==> src/mro_pkg.sv <==
/*
 * Constants, field layout and carrier types for the first mode-register
 * group of a DRAM device: command pin bundle, state record, codes.
 * Assumes one command clock and that the pin bundle is sampled on it.
 */
//
// Behaviour
// - masking plus CRC: bad CRC drops write
// - DLL reset bit clears itself after use
// - mode set command, select 001 targets here
// - bit 12 disables drivers and termination
// - bit 11 enables extra strobe, x8 only
// - bits 10:8 select nominal termination value
// - bit 7 enters write leveling mode
// - bits 13,6,5 select receiver equalisation
// - bits 4:3 additive latency, 11 reserved
// - bits 2:1 select output driver impedance
// - bit 0 enables the DLL
// - self refresh turns DLL off, then on
// - writes need DLL only with store termination
// - store value during writes, parked when ODT low
package mro_pkg;

    // ------------------------------------------------------------
    // field layout of the mode word
    // ------------------------------------------------------------
    localparam int MR_W      = 22;
    localparam int B_RFU_HI  = 21;
    localparam int B_SEL_HI  = 20;
    localparam int B_SEL_LO  = 18;
    localparam int B_RFU_LO  = 17;
    localparam int B_RXEQ2   = 13;
    localparam int B_QOFF    = 12;
    localparam int B_EXTRA_TERMINATION_STROBE    = 11;
    localparam int B_NOM_HI  = 10;
    localparam int B_NOM_LO  = 8;
    localparam int B_WLEV    = 7;
    localparam int B_RXEQ1   = 6;
    localparam int B_RXEQ0   = 5;
    localparam int B_AL_HI   = 4;
    localparam int B_AL_LO   = 3;
    localparam int B_DRV_HI  = 2;
    localparam int B_DRV_LO  = 1;
    localparam int B_DLL     = 0;
    localparam int B_DLL_RST = 8;   // position in the group-zero word

    localparam logic [2:0]      SEL_MR0 = 3'h0;
    localparam logic [2:0]      SEL_MR1 = 3'h1;
    localparam logic [2:0]      SEL_DNU = 3'h7;
    localparam logic [MR_W-1:0] MR_RST  = 22'h000000;

    // ------------------------------------------------------------
    // codes and decoded values
    // ------------------------------------------------------------
    localparam logic [1:0] AL_RSVD = 2'h3;
    localparam logic [1:0] AL_M1   = 2'h1;
    localparam logic [1:0] DRV_34  = 2'h0;
    localparam logic [1:0] DRV_48  = 2'h1;
    localparam logic [1:0] DRV_40  = 2'h2;
    localparam logic [5:0] OHM_34  = 6'h22;
    localparam logic [5:0] OHM_48  = 6'h30;
    localparam logic [5:0] OHM_40  = 6'h28;
    localparam logic [2:0] NOM_OFF = 3'h0;

    // ------------------------------------------------------------
    // timing
    // ------------------------------------------------------------
    localparam int DLL_LOCK_CLKS = 1024;
    localparam int LOCK_W        = 11;

    typedef enum logic [1:0] {
        TS_OFF,
        TS_NOM,
        TS_STORE,
        TS_PARK
    } mro_term_e;

    typedef struct packed {
        logic        cs_n;
        logic        act_n;
        logic [1:0]  bg;
        logic [1:0]  ba;
        logic [17:0] addr;   // bits 16:14 double as the row/column/write strobes
    } mro_pins_s;

    typedef struct packed {
        mro_pins_s         pin1;
        mro_pins_s         pin2;
        logic              odt1;
        logic              odt2;
        logic [MR_W-1:0]   mr;
        logic              dll_rst;
        logic              sr;
        logic              dll_on;
        logic [LOCK_W-1:0] lock_cnt;
        logic              locked;
        logic              wr_store;
        logic              wr_drop;
        logic              wr_term_ok;
        logic              al_bad;
        logic [7:0]        nom_ohm;
        logic [5:0]        drv_ohm;
        mro_term_e         term_src;
    } mro_state_s;

endpackage

==> src/mro_core.sv <==
/*
 * First mode-register group of the device: captures mode set commands
 * from the command pins, decodes the fields, runs the DLL reset and lock
 * wait, picks the live termination and gates writes on CRC results.
 * Assumes pins arrive asynchronous to clk_sys; the write, CRC and self
 * refresh strobes come from logic on clk_sys.
 */
`timescale 1ns/100ps
module mro_core #(
    parameter int DQ_WIDTH  = 8,                      // device data width
    parameter int LOCK_CLKS = mro_pkg::DLL_LOCK_CLKS  // DLL lock wait in clocks
) (
    input  wire logic                    clk_sys,      // command clock
    input  wire logic                    rstn,         // async reset, low
    input  wire mro_pkg::mro_pins_s      pins,         // command/address pins
    input  wire logic                    odt_pin,      // termination pin
    input  wire logic                    gear_down,    // quarter-rate mode on
    input  wire logic                    sr_enter,     // self refresh entry
    input  wire logic                    sr_exit,      // self refresh exit
    input  wire logic                    wr_phase,     // write burst active
    input  wire logic [2:0]              store_code,   // store-phase term code
    input  wire logic                    wr_req,       // write data complete
    input  wire logic                    crc_bad,      // CRC mismatch on it
    input  wire logic                    dm_en,        // data mask enabled
    input  wire logic                    crc_en,       // write CRC enabled
    output logic [mro_pkg::MR_W-1:0]     mode_word,    // stored register
    output logic                         output_off,   // drivers disabled
    output logic                         extra_termination_strobe_on,      // extra strobe active
    output logic [2:0]                   nominal_code, // nominal term code
    output logic [7:0]                   nominal_ohm,  // nominal term value
    output logic                         wl_mode,      // write leveling
    output logic [2:0]                   rx_eq,        // equaliser setting
    output logic [1:0]                   al_code,      // additive latency
    output logic                         al_bad,       // illegal latency code
    output logic [5:0]                   drv_ohm,      // driver impedance
    output logic                         dll_on,       // DLL running
    output logic                         dll_reset,    // DLL reset pulse
    output logic                         dll_locked,   // reads allowed
    output mro_pkg::mro_term_e           term_src,     // live termination
    output logic                         wr_term_ok,   // write term valid
    output logic                         wr_store,     // write committed
    output logic                         wr_drop       // write discarded
);

    localparam logic [mro_pkg::LOCK_W-1:0] LOCK_LAST =
        mro_pkg::LOCK_W'(LOCK_CLKS - 1);

    mro_pkg::mro_state_s st_reg;
    mro_pkg::mro_state_s st_next;
    logic [mro_pkg::MR_W-1:0] word;
    logic                     mrs;
    logic                     mrs_hit;
    logic                     mrs_mr0;
    logic                     crc_kill;

    // ------------------------------------------------------------
    // command decode
    // ------------------------------------------------------------
    // only the second sync stage is looked at
    assign word = {st_reg.pin2.bg, st_reg.pin2.ba, st_reg.pin2.addr};
    assign mrs = !st_reg.pin2.cs_n && st_reg.pin2.act_n
        && (st_reg.pin2.addr[16:14] == 3'h0);
    assign mrs_hit = mrs
        && (word[mro_pkg::B_SEL_HI:mro_pkg::B_SEL_LO] == mro_pkg::SEL_MR1);
    assign mrs_mr0 = mrs
        && (word[mro_pkg::B_SEL_HI:mro_pkg::B_SEL_LO] == mro_pkg::SEL_MR0);
    assign crc_kill = dm_en && crc_en && crc_bad;

    // ------------------------------------------------------------
    // next state
    // ------------------------------------------------------------
    always_comb begin
        st_next = st_reg;
        st_next.pin1 = pins;
        st_next.pin2 = st_reg.pin1;
        st_next.odt1 = odt_pin;
        st_next.odt2 = st_reg.odt1;
        st_next.dll_rst = 1'b0;
        st_next.wr_store = 1'b0;
        st_next.wr_drop = 1'b0;

        // reserved bits are stored as written; select 111 never matches
        if (mrs_hit) begin
            st_next.mr = word;
        end

        // reset bit is a one-cycle pulse, never held as state
        if (mrs_mr0 && word[mro_pkg::B_DLL_RST]) begin
            st_next.dll_rst = 1'b1;
        end

        // self refresh parks the DLL without touching the enable bit
        if (sr_enter) begin
            st_next.sr = 1'b1;
        end else if (sr_exit) begin
            st_next.sr = 1'b0;
        end
        st_next.dll_on = st_reg.mr[mro_pkg::B_DLL] && !st_next.sr;

        // lock wait restarts on every reset and on leaving self refresh
        if (st_reg.dll_rst || (sr_exit && st_reg.sr) || !st_reg.dll_on) begin
            st_next.lock_cnt = '0;
            st_next.locked = 1'b0;
        end else if (!st_reg.locked) begin
            if (st_reg.lock_cnt == LOCK_LAST) begin
                st_next.locked = 1'b1;
            end else begin
                st_next.lock_cnt = st_reg.lock_cnt + 1'b1;
            end
        end

        // write commit or discard after the CRC verdict
        if (wr_req) begin
            st_next.wr_drop = crc_kill;
            st_next.wr_store = !crc_kill;
        end

        // store-phase termination is only trustworthy with the DLL running
        st_next.wr_term_ok = (store_code == 3'h0) || st_reg.dll_on;

        st_next.al_bad = (st_reg.mr[mro_pkg::B_AL_HI:mro_pkg::B_AL_LO] == mro_pkg::AL_RSVD)
            || (gear_down
            && st_reg.mr[mro_pkg::B_AL_HI:mro_pkg::B_AL_LO] == mro_pkg::AL_M1);

        // nominal termination value in ohms
        case (st_reg.mr[mro_pkg::B_NOM_HI:mro_pkg::B_NOM_LO])
            3'h1:    st_next.nom_ohm = 8'h3C;
            3'h2:    st_next.nom_ohm = 8'h78;
            3'h3:    st_next.nom_ohm = 8'h28;
            3'h4:    st_next.nom_ohm = 8'hF0;
            3'h5:    st_next.nom_ohm = 8'h30;
            3'h6:    st_next.nom_ohm = 8'h50;
            3'h7:    st_next.nom_ohm = 8'h22;
            default: st_next.nom_ohm = 8'h00;
        endcase

        // reserved 11 reads as zero ohms so nothing downstream trusts it
        case (st_reg.mr[mro_pkg::B_DRV_HI:mro_pkg::B_DRV_LO])
            mro_pkg::DRV_34: st_next.drv_ohm = mro_pkg::OHM_34;
            mro_pkg::DRV_48: st_next.drv_ohm = mro_pkg::OHM_48;
            mro_pkg::DRV_40: st_next.drv_ohm = mro_pkg::OHM_40;
            default:         st_next.drv_ohm = 6'h00;
        endcase

        // termination source, output disable overrides everything
        if (st_reg.mr[mro_pkg::B_QOFF]) begin
            st_next.term_src = mro_pkg::TS_OFF;
        end else if (wr_phase && store_code != 3'h0) begin
            st_next.term_src = mro_pkg::TS_STORE;
        end else if (!st_reg.odt2) begin
            st_next.term_src = mro_pkg::TS_PARK;
        end else if (st_reg.mr[mro_pkg::B_NOM_HI:mro_pkg::B_NOM_LO] != mro_pkg::NOM_OFF) begin
            st_next.term_src = mro_pkg::TS_NOM;
        end else begin
            st_next.term_src = mro_pkg::TS_OFF;
        end
    end

    // ------------------------------------------------------------
    // state register
    // ------------------------------------------------------------
    always_ff @(posedge clk_sys or negedge rstn) begin
        if (!rstn) begin
            st_reg <= '{pin1: '{cs_n: 1'b1, act_n: 1'b1, default: '0},
                        pin2: '{cs_n: 1'b1, act_n: 1'b1, default: '0},
                        mr: mro_pkg::MR_RST,
                        term_src: mro_pkg::TS_OFF,
                        default: '0};
        end else begin
            st_reg <= st_next;
        end
    end

    // ------------------------------------------------------------
    // outputs, all straight from state bits
    // ------------------------------------------------------------
    assign mode_word    = st_reg.mr;
    assign output_off   = st_reg.mr[mro_pkg::B_QOFF];
    // a non-x8 part keeps the strobe pair quiet whatever is written
    assign extra_termination_strobe_on      = st_reg.mr[mro_pkg::B_EXTRA_TERMINATION_STROBE] && (DQ_WIDTH == 8);
    assign nominal_code = st_reg.mr[mro_pkg::B_NOM_HI:mro_pkg::B_NOM_LO];
    assign nominal_ohm  = st_reg.nom_ohm;
    assign wl_mode      = st_reg.mr[mro_pkg::B_WLEV];
    assign rx_eq        = {st_reg.mr[mro_pkg::B_RXEQ2], st_reg.mr[mro_pkg::B_RXEQ1],
                           st_reg.mr[mro_pkg::B_RXEQ0]};
    assign al_code      = st_reg.mr[mro_pkg::B_AL_HI:mro_pkg::B_AL_LO];
    assign al_bad       = st_reg.al_bad;
    assign drv_ohm      = st_reg.drv_ohm;
    assign dll_on       = st_reg.dll_on;
    assign dll_reset    = st_reg.dll_rst;
    assign dll_locked   = st_reg.locked;
    assign term_src     = st_reg.term_src;
    assign wr_term_ok   = st_reg.wr_term_ok;
    assign wr_store     = st_reg.wr_store;
    assign wr_drop      = st_reg.wr_drop;
endmodule

==> config.mk <==
export PLATFORM = sky130hd
export DESIGN_NAME = mro_core
export DESIGN_NICKNAME = d
export VERILOG_FILES = /design/src/mro_pkg.sv /design/src/mro_core.sv
export SDC_FILE = /design/constraint.sdc
export NUM_CORES = 1
export LEC_CHECK = 0
export ABC_AREA = 1
export BUFFER_PORTS_ARGS = -buffer_cell sky130_fd_sc_hd__buf_2
export CORE_MARGIN = 2
export CORE_UTILIZATION = 45
export CTS_BUF_LIST = sky130_fd_sc_hd__clkbuf_2 sky130_fd_sc_hd__clkbuf_4 sky130_fd_sc_hd__clkbuf_8
export CTS_CLUSTER_DIAMETER = 150
export CTS_CLUSTER_SIZE = 14
export DETAILED_ROUTE_END_ITERATION = 8
export PLACE_DENSITY_LB_ADDON = 0.05
export SLEW_MARGIN = 20
export SYNTH_ARGS = -nofsm -noshare
export SYNTH_HDL_FRONTEND = slang
export SYNTH_SLANG_ARGS = --single-unit
==> constraint.sdc <==
create_clock -name clk_sys -period 1.6 [get_ports clk_sys]
set_input_delay 0.08 -clock clk_sys [delete_from_list [all_inputs] [get_ports clk_sys]]
set_output_delay 0.08 -clock clk_sys [all_outputs]
set_load 0.05 [all_outputs]
==> results of run 1 <==
where the power goes:
part / internal, mW / switching, mW
sequential: 2.77 / 0.0684
combinational: 0.200 / 0.520
clock: 0.633 / 0.889
total: 3.60 / 1.48
worst max path at each step:
stage | start | end | slack (ps) | depth (start not counted)
6_report | store_code[2] | wr_term_ok | 180 | 5
5_1_grt | st_reg[21] | st_reg[30] | 80 | 9
4_1_cts | st_reg[81] | mode_word[4] | 170 | 6
3_5_place_dp | st_reg[81] | mode_word[4] | 200 | 6
3_3_place_gp | st_reg[81] | mode_word[4] | 220 | 6
2_1_floorplan | dll_locked | st_reg[24] | 140 | 5
synthesized netlist by cell type, drive strengths merged:
master  instances
a21oi           2
buf            49
clkinv          2
conb            1
dfrtp         100
dfstp           4
ha              1
inv            32
mux2i           1
nand2          88
nand3          13
nand4           5
nor2           26
nor3            5
nor3b           1
nor4            1
o21a            1
o21ai           7
o21bai          2
or2             1
or3             1
xor2            1
kinds of logic (layout without fill, tap and decap cells):
group	after synthesis	count (layout)	synth area share
AND/OR/NAND/NOR	141	141	0.166
flip-flops	104	104	0.677
buffers and inverters	83	182	0.131
AO/OA/AOI/OAI	12	12	0.0175
adder cells (fa/ha/maj)	1	1	0.00325
other	1	3	0.000973
XOR/XNOR	1	1	0.00227
multiplexers	1	1	0.00260
critical path, delay by kind of cell:
kind,cells,cell delay (ps)
AND/OR/NAND/NOR,2,390
buffers and inverters,3,1240
metal layers:
metal,global-route usage,up-vias
met1,0.189,1107
met5,0,-
li1,-,1200
met2,0.247,67
met3,0.0442,6
met4,0.0458,0
per-stage QoR:
stage,cell area [um^2],worst slack (ps)
after global placement,4140,220
after CTS,4670,173
after floorplan,3860,136
final,4670,182
after detailed placement,4140,197
after global routing,4670,76.8
layout by cell type (no fill, tap or decap), types with 2 or more instances in the layout:
cell type and instances:
a21oi_1 2, buf_2 89, buf_4 7, clkbuf_4 2, clkbuf_8 9, clkinv_4 2, conb_1 3, dfrtp_1 100
dfstp_2 4, dlygate4sd3_1 35, inv_1 31, inv_6 3, nand2_1 85, nand2_4 2, nand3_1 12, nand4_1 5
nor2_1 23, nor2_4 2, nor3_1 5, o21ai_0 4, o21ai_1 3, o21bai_1 2
timing repair:
item / in CTS / in global routing
hold buffers: 35 / 0
resized for setup: 0 / 0
hold endpoints to repair: 72 / 0
buffers inserted: 0 / 0
layout make-up:
type	count	area, um^2	share of cell area
clock inverter	5	46.3	0.00991
timing repair buffer	132	868	0.186
inverter	34	133	0.0284
multi-input combinational	159	748	0.160
clock buffer	11	139	0.0297
tap	105	131	0.0281
sequential	104	2610	0.558
==> metrics.md, run 1 <==
| Metric | Value |
|---|---|
| CP Launch Type | input port |
| Vias/cell | 4.33 |
| CP arrival | around 1700 ps |
| Syn Area/Cell | 11.2 um^2 |
| Min-Delay Startpoint | wr_phase |
| Period utilization | 0.886 |
| Synth area leader | dfrtp_1 |
| Non-filler instance count after layout | 550 |
| YS warnings | 0 |
| Hold slack | approximately 13 ps |
| Number of fill cells | between 700 and 800 |
| Worst Path Max Fanout | 2 |
| Setup tns final | 0 ps |
| Unrepaired setup endpoints after global routing | false |
| Netlist cell types | 32 |
| Final min period | 1420 ps |
| Total global routing overflow | 0 |
| TritonRoute pass-1 iters | 5 |
| Post-synth top area share | 0.649 |
| Lkg Pwr | 2.49 nW |
| Initial core utilization | 0.467 |
| Worst hold path type | in -> reg |
| Placed Cells | 499 |
| Cells along the critical path | dlygate4sd3_1 -> buf_2 -> or3_1 -> dlygate4sd3_1 -> nand2_1 |
| Critical path's slowest cell | dlygate4sd3_1 |
| Register area share after synthesis | 0.677 |
| P&R area growth vs syn | 21.3% |
| Via count | about 2400 |
| DR WL met2 | 3050 um |
| Worst EP required | between 1500 and 2000 ps |
| Initial DRC count | 107 |
| Fraction of final layout cells with drive strength greater than 1 | 0.288 |
| Vias in the first global route | 2283 |
| WS Path Type | in -> reg |
| # setup viols final | 0 |
| Standard-cell rows | 33 |
| Final Wtd Congestion | 0.835 |
| Largest register FFs | 37 |
| Worst flop-to-flop path startpoint | st_reg[21] |
| Initial antenna violation count | 0 |
| Final layout net count | around 480 |
| Netlist Area Pre-Place | 3850 um^2 |
| Die Area | 9320 um^2 |
| Core ar. | 8260 um^2 |
| TritonCTS Buffers | 9 |
| Total power | 5.08 mW |
| Largest buffer count on any clock path | 2 |
| Drt drc | 0 |
| R2R Path End | st_reg[23] |
| Yosys reg bits | ~100 |
| Top sig layer | met4 |
| Worst Hold Endpoint | term_src[0] |
| First-pass GRT wire length | 10400 um |
| Max-cap violation count | 0 |
| Reg clk slew, reported paths | 100 ps |
| Pin count of the biggest net entering global routing | 42 |
| Post-DP HPWL | about 4300 um |
| DRT met1 WL | 2960 um |
| Root Buffer | clkbuf_8 |
| Dominant cells by area after synthesis | dfrtp_1, buf_4, nand2_1 |
| CTS tree | done |
| R2R depth | 9 |
| Skew-Pair Late Insertion Delay | 350 ps |
| Port bufs | 90 |
| Ant diodes | 0 |
| H-tree depth | 3 |
| Peak supply drop | between 0.5 and 0.6 mV |
| R2R setup slack | 200 ps |
| Synth Instances | 344 |
| Clock sinks | 104 |
| Die H | 96.5 um |
| Final wirelength | 6440 um |
| Final hold viol count | 0 |
| Status | finished, final reports clean |
| I/O Pins | 94 |
| Met3 wire len | 351 um |
| Final core utilization | 0.566 |
| Post-route ant nets | 0 |
| CP dominant cell by count | dlygate4sd3_1 |
| Total GRT Usage | 0.149 |
| Clk_skew | 12.0 ps |
| Worst hold path depth | 4 |
| Worst path max stage delay | 580 ps |
| PD cells | 1090 nW/um^2 |
| DIE WIDTH | between 90 and 100 um |
| Final Slew Violations | 0 |
| Drt wl/cell | approximately 12 um |
| Critical path capture point type | register |
| F_max | 705 MHz |
Note: power is estimated with default switching activity, not from simulation.
==> run 2: changes to the inputs <==
--- a/config.mk
+++ b/config.mk
@@ -7,6 +7,7 @@
 export LEC_CHECK = 0
 export ABC_AREA = 1
 export BUFFER_PORTS_ARGS = -buffer_cell sky130_fd_sc_hd__buf_2
+export CORE_ASPECT_RATIO = 0.8
 export CORE_MARGIN = 2
 export CORE_UTILIZATION = 45
 export CTS_BUF_LIST = sky130_fd_sc_hd__clkbuf_2 sky130_fd_sc_hd__clkbuf_4 sky130_fd_sc_hd__clkbuf_8
==> run 2 against run 1 <==
Clock power up 4%. Sequential power about the same. Combinational power about the same. Core utilization down 0.74 points. Fmax about the same. First-iteration DRC count down 41%. Global-route usage up 0.37 points. Count of clock-buffer cells in the layout down 1. Clock skew down 3.1 ps. Register-to-register slack worse by 20 ps. Design area up 0.48%. Critical endpoint is now st_reg[27]. Largest cell class unchanged. Largest power group unchanged.
==> metrics.md, run 2 (synthesis gave the netlist of run 1 again) <==
| Metric | Value |
|---|---|
| Sw frac | 0.295 |
| Standard-cell rows | 30 |
| Largest buffer count on any clock path | 2 |
| Skew-Pair Late Insertion Delay | 370 ps |
| Post-route ant nets | 0 |
| Initial core utilization | 0.458 |
| CP arrival | 1710 ps |
| Vias in the first global route | 2232 |
| Crit-path leading delay family | simple AND/OR/NAND/NOR gates |
| Setup tns final | 0 ps |
| CP dominant cell by count | nand2_4 |
| Fin area | 4700 um^2 |
| Total global routing overflow | 0 |
| First-pass GRT wire length | roughly 11000 um |
| Unrepaired setup endpoints after global routing | false |
| Worst hold path type | in -> reg |
| Worst EP required | ~1900 ps |
| Vias/cell | 4.23 |
| Final min period | ~1400 ps |
| Drt wl/cell | 11.3 um |
| Comb pwr share | 0.141 |
| Final Wtd Congestion | 0.784 |
| TritonCTS Buffers | 9 |
| TritonRoute pass-1 iters | 4 |
| DIE WIDTH | 107 um |
| Power share of the clock group | 0.307 |
| Worst path max stage delay | 410 ps |
| Final layout net count | approximately 480 |
| Number of fill cells | 738 |
| Post-DP HPWL | 4130 um |
| Period utilization | 0.886 |
| Pin count of the biggest net entering global routing | 42 |
| Initial DRC count | 63 |
| Clk_skew | 8.85 ps |
| Most frequent cells in the layout | dfrtp_1, buf_2, nand2_1 |
| Most common cell after layout, fill and taps aside | dfrtp_1 |
| F_max | 705 MHz |
| Root Buffer | clkbuf_8 |
| Core ar. | between 8000 and 9000 um^2 |
| WS Path Type | reg -> reg |
| Lkg Pwr | 2.48 nW |
| Port bufs | 90 |
| Total GRT Usage | 0.152 |
| Critical path's slowest cell | dfrtp_1 |
| CTS tree | done |
| Final Slew Violations | 0 |
| PD cells | ~1100 nW/um^2 |
| Register Area | 2610 um^2 |
| Fraction of final layout cells with drive strength greater than 1 | 0.282 |
| Area after DPL | 4140 um^2 |
| Ant diodes | 0 |
| I/O Pins | 94 |
| Die H | 86.8 um |
| Peak supply drop | slightly below 0.6 mV |
| R2R setup slack | 180 ps |
| P&R area growth vs syn | 21.9% |
| Critical path capture point type | register |
| # setup viols final | 0 |
| Status | finished, final reports clean |
| Final hold viol count | 0 |
| Clock sinks | about 100 |
| Drt drc | 0 |
| Share of power burned in registers | 0.552 |
| Multi-input logic area | 748 um^2 |
| Initial antenna violation count | 0 |
| Reg clk slew, reported paths | 100 ps |
| Switching power | ~1.5 mW |
| Via count | around 2400 |
| Final wirelength | 6290 um |
| Die Area | roughly 9300 um^2 |
| Worst path bufs/invs | 0 |
| Post-cts gate resize count | 0 |
| Largest register FFs | 37 |
| CP Launch Type | register |
| Cells along the critical path | ha_1 -> nand2_1 -> nor2_4 -> nand3_4 -> nand2_4 -> nand2_4 -> o21ai_1 |
| P_int | about 3.6 mW |
| H-tree depth | 3 |
| Max-cap violation count | 0 |
| Worst Path Max Fanout | 6 |
-- run 2: cell types whose count changed in the layout (fill, tap and decap cells not counted) --
| cell | previous run | this run |
|---|---|---|
| buf_4 | 7 | 3 |
| clkbuf_4 | 2 | 0 |
| buf_12 | 1 | 2 |
| clkbuf_8 | 9 | 10 |
| clkinv_4 | 2 | 1 |
| clkinv_8 | 0 | 1 |
| clkinvlp_4 | 0 | 1 |
| dlygate4sd3_1 | 35 | 36 |
-- run 2: repair_timing --
item                                    4_1_cts  5_1_grt
buffers inserted                              0        0
hold endpoints to repair                    125        0
endpoints found under the setup margin        0        0
hold buffers                                 36        0
-- run 2: cell type report --
class                           count  area share
Tap cell                          112      0.0298
Inverter                           34      0.0282
Clock inverter                      6      0.0131
Sequential cell                   104       0.555
Timing Repair Buffer              130       0.185
Multi-Input combinational cell    159       0.159
Clock buffer                       10      0.0293
-- run 2: per-stage QoR --
step                worst slack, ps  total power [mW]  hold slack [ps]  utilization  std cells
floorplan                       136              3.45             -216            -        346
global placement                220              3.55             36.9        0.492        503
detailed placement              193              3.55             39.6        0.492        503
CTS                             175              5.21             60.0        0.558        555
global route                   37.5              5.40              110        0.558        555
finish                          182              5.13             84.8        0.558        555
-- run 2: path summary, 6_finish.rpt --
| kind | startpoint | end | cells past startpoint |
|---|---|---|---|
| setup reg to reg | st_reg[21] | st_reg[27] | 7 |
| hold / removal | store_code[0] | term_src[0] | 5 |
| setup / recovery | st_reg[21] | st_reg[27] | 7 |
| max in group asynchronous | rstn | st_reg[82] | 3 |
| min in group asynchronous | rstn | st_next[68] | 2 |
| hold reg to reg | st_next[59] | st_reg[59] | 0 |
-- run 2: power by group through the flow --
stage	clock network (mW)	logic, mW	registers [mW]
2_1_floorplan	0	0.533	2.92
3_3_place_gp	0	0.660	2.89
3_5_place_dp	0	0.662	2.89
4_1_cts	1.65	0.728	2.84
5_1_grt	1.78	0.773	2.85
6_report	1.58	0.722	2.83
-- run 2: worst register-to-register path, cell delays in order (launching register included) --
cell	delay, ps
dfrtp_1	410
ha_1	200
nand2_1	110
nor2_4	160
nand3_4	130
nand2_4	90
nand2_4	90
o21ai_1	170
-- run 2: metal layers --
layer / up-vias / global-route usage / part of all wire
li1: 1197 / - / -
met1: 1058 / 0.202 / 0.48
met2: 86 / 0.231 / 0.43
met3: 9 / 0.0534 / 0.072
met4: 0 / 0.0629 / 0.016
met5: - / 0 / 0
==> run 3: changes to the inputs <==
--- a/config.mk
+++ b/config.mk
@@ -6,7 +6,7 @@
 export NUM_CORES = 1
 export LEC_CHECK = 0
 export ABC_AREA = 1
-export BUFFER_PORTS_ARGS = -buffer_cell sky130_fd_sc_hd__buf_2
+export BUFFER_PORTS_ARGS = -buffer_cell sky130_fd_sc_hd__buf_4
 export CORE_ASPECT_RATIO = 0.8
 export CORE_MARGIN = 2
 export CORE_UTILIZATION = 45
==> run 3 against run 2 <==
Non-clock buffer count up 1. Count of clock-buffer cells in the layout unchanged. Sequential cell count unchanged. Combinational power up 12%. Global-route usage up 0.33 points. Die area unchanged. Register-to-register slack about the same. Total power up 1.6%. Highest routed layer unchanged. Core utilization up 2.5 points. Routed wire length up 4.0%. Clock skew up 4.7 ps. Clock power about the same.
==> metrics.md, run 3 (synthesis gave the netlist of run 1 again) <==
| Metric | Value |
|---|---|
| CP Launch Type | input port |
| Worst EP required | 1910 ps |
| Worst hold path type | in -> reg |
| Number of fill cells | 730 |
| Initial DRC count | 97 |
| Final min period | ~1400 ps |
| Worst path max stage delay | roughly 570 ps |
| Reg clk slew, reported paths | roughly 100 ps |
| Largest register FFs | 37 |
| Peak supply drop | 0.478 mV |
| Largest buffer count on any clock path | 2 |
| First-pass GRT wire length | 11000 um |
| Final layout net count | 478 |
| Period utilization | 0.882 |
| Skew-Pair Late Insertion Delay | 370 ps |
| Switching power | 1.54 mW |
| Total global routing overflow | 0 |
| Standard-cell rows | 30 |
| Setup tns final | 0 ps |
| Total GRT Usage | 0.156 |
| Cells along the critical path | dlygate4sd3_1 -> buf_4 -> or3_1 -> dlygate4sd3_1 -> nand2_1 |
| Sw frac | 0.295 |
| Clock sinks | 104 |
| TritonRoute pass-1 iters | 4 |
| Final hold viol count | 0 |
| Critical path capture point type | register |
| Total power | 5.21 mW |
| CP arrival | 1720 ps |
| TritonCTS Buffers | 9 |
| Post-route ant nets | 0 |
| Power share of the clock group | 0.300 |
| Most common cell after layout, fill and taps aside | dfrtp_1 |
| WS Path Type | in -> reg |
| Final core utilization | 0.584 |
| PD cells | 1060 nW/um^2 |
| # setup viols final | 0 |
| Post-DP HPWL | roughly 4300 um |
| Core ar. | 8410 um^2 |
| Vias/cell | approximately 4.2 |
| Final wirelength | 6540 um |
| Port bufs | 90 |
| Die H | between 80 and 90 um |
| Multi-input logic area | 748 um^2 |
| P_int | 3.68 mW |
| Share of power burned in registers | 0.545 |
| P&R area growth vs syn | 27.4% |
| Final Slew Violations | 0 |
| Clk_skew | 13.5 ps |
| Via count | 2359 |
| CP dominant cell by count | dlygate4sd3_1 |
| DIE WIDTH | 107 um |
| Vias in the first global route | 2259 |
| Final Wtd Congestion | 0.852 |
| Ant diodes | 0 |
| Register Area | 2610 um^2 |
| Comb pwr share | 0.155 |
| Fraction of final layout cells with drive strength greater than 1 | 0.284 |
| Root Buffer | clkbuf_8 |
| Lkg Pwr | 2.52 nW |
| Post-CTS Setup Bufs | 0 |
| Max-cap violation count | 0 |
| Status | finished, final reports clean |
| Critical path's slowest cell | dlygate4sd3_1 |
| Worst Path Max Fanout | 2 |
| Die Area | between 9000 and 10000 um^2 |
| I/O Pins | 94 |
| CTS tree | done |
| Unrepaired setup endpoints after global routing | false |
| Most frequent cells in the layout | dfrtp_1, buf_4, nand2_1 |
| Drt wl/cell | about 12 um |
| Drt drc | 0 |
| Initial core utilization | 0.458 |
| F_max | 709 MHz |
| Pin count of the biggest net entering global routing | 36 |
| H-tree depth | 3 |
| Initial antenna violation count | 0 |
-- run 3: changes by cell type in the layout (fill, tap and decap cells not counted) --
cell	previous run	this run
clkbuf_8	10	9
buf_2	89	0
buf_12	2	1
buf_4	3	94
clkinvlp_4	1	0
clkbuf_4	0	1
clkinv_4	1	2
-- run 3: layer usage --
layer / GRT usage / up-vias / routed length, um
met5: 0 / - / 0
met3: 0.0474 / 6 / 377
li1: - / 1194 / -
met2: 0.228 / 68 / 2940
met1: 0.223 / 1091 / 3150
met4: 0.0524 / 0 / 70
-- run 3: power groups by stage --
stage               clock network [mW]  registers, mW  logic (mW)
floorplan                            0           2.92       0.533
global placement                     0           2.89       0.739
detailed placement                   0           2.90       0.744
CTS                               1.63           2.84       0.814
global route                      1.74           2.86       0.860
finish                            1.57           2.84       0.806
-- run 3: per-stage QoR --
step | setup slack (ps) | hold WS, ps | area [um^2] | instances
global placement | 238 | 67.3 | 4350 | 504
detailed placement | 203 | 68.6 | 4350 | 504
CTS | 185 | 74.7 | 4910 | 556
floorplan | 136 | -216 | 3860 | 346
finish | 189 | 112 | 4910 | 556
global route | 26.4 | 139 | 4910 | 556
-- run 3: worst max-delay path, delay by kind of cell --
family / cells / cell delay (ps)
buffers and inverters: 3 / 1240
and+or+nand+nor: 2 / 390
-- run 3: timing repair --
item	4_1_cts	5_1_grt
gates resized for setup	0	0
hold endpoints to repair	65	0
hold buffers	36	0
-- run 3: final timing paths --
check | startpoint | end | slack, ps | depth (start not counted)
max | store_code[2] | wr_term_ok | 190 | 5
min | store_code[0] | term_src[0] | 110 | 5
max reg2reg | st_reg[21] | st_reg[24] | 190 | 9
min reg2reg | st_next[69] | st_reg[69] | 360 | 0
max in group asynchronous | rstn | drv_ohm[5] | 760 | 3
min in group asynchronous | rstn | drv_ohm[1] | 210 | 2
-- run 3: cell type report --
class	instances	area share
inverters	34	0.0270
multi-input cells	159	0.152
well taps	112	0.0285
clock buffers	10	0.0268
repair buffers	131	0.221
clock inverters	6	0.0127
flip-flops and latches	104	0.531
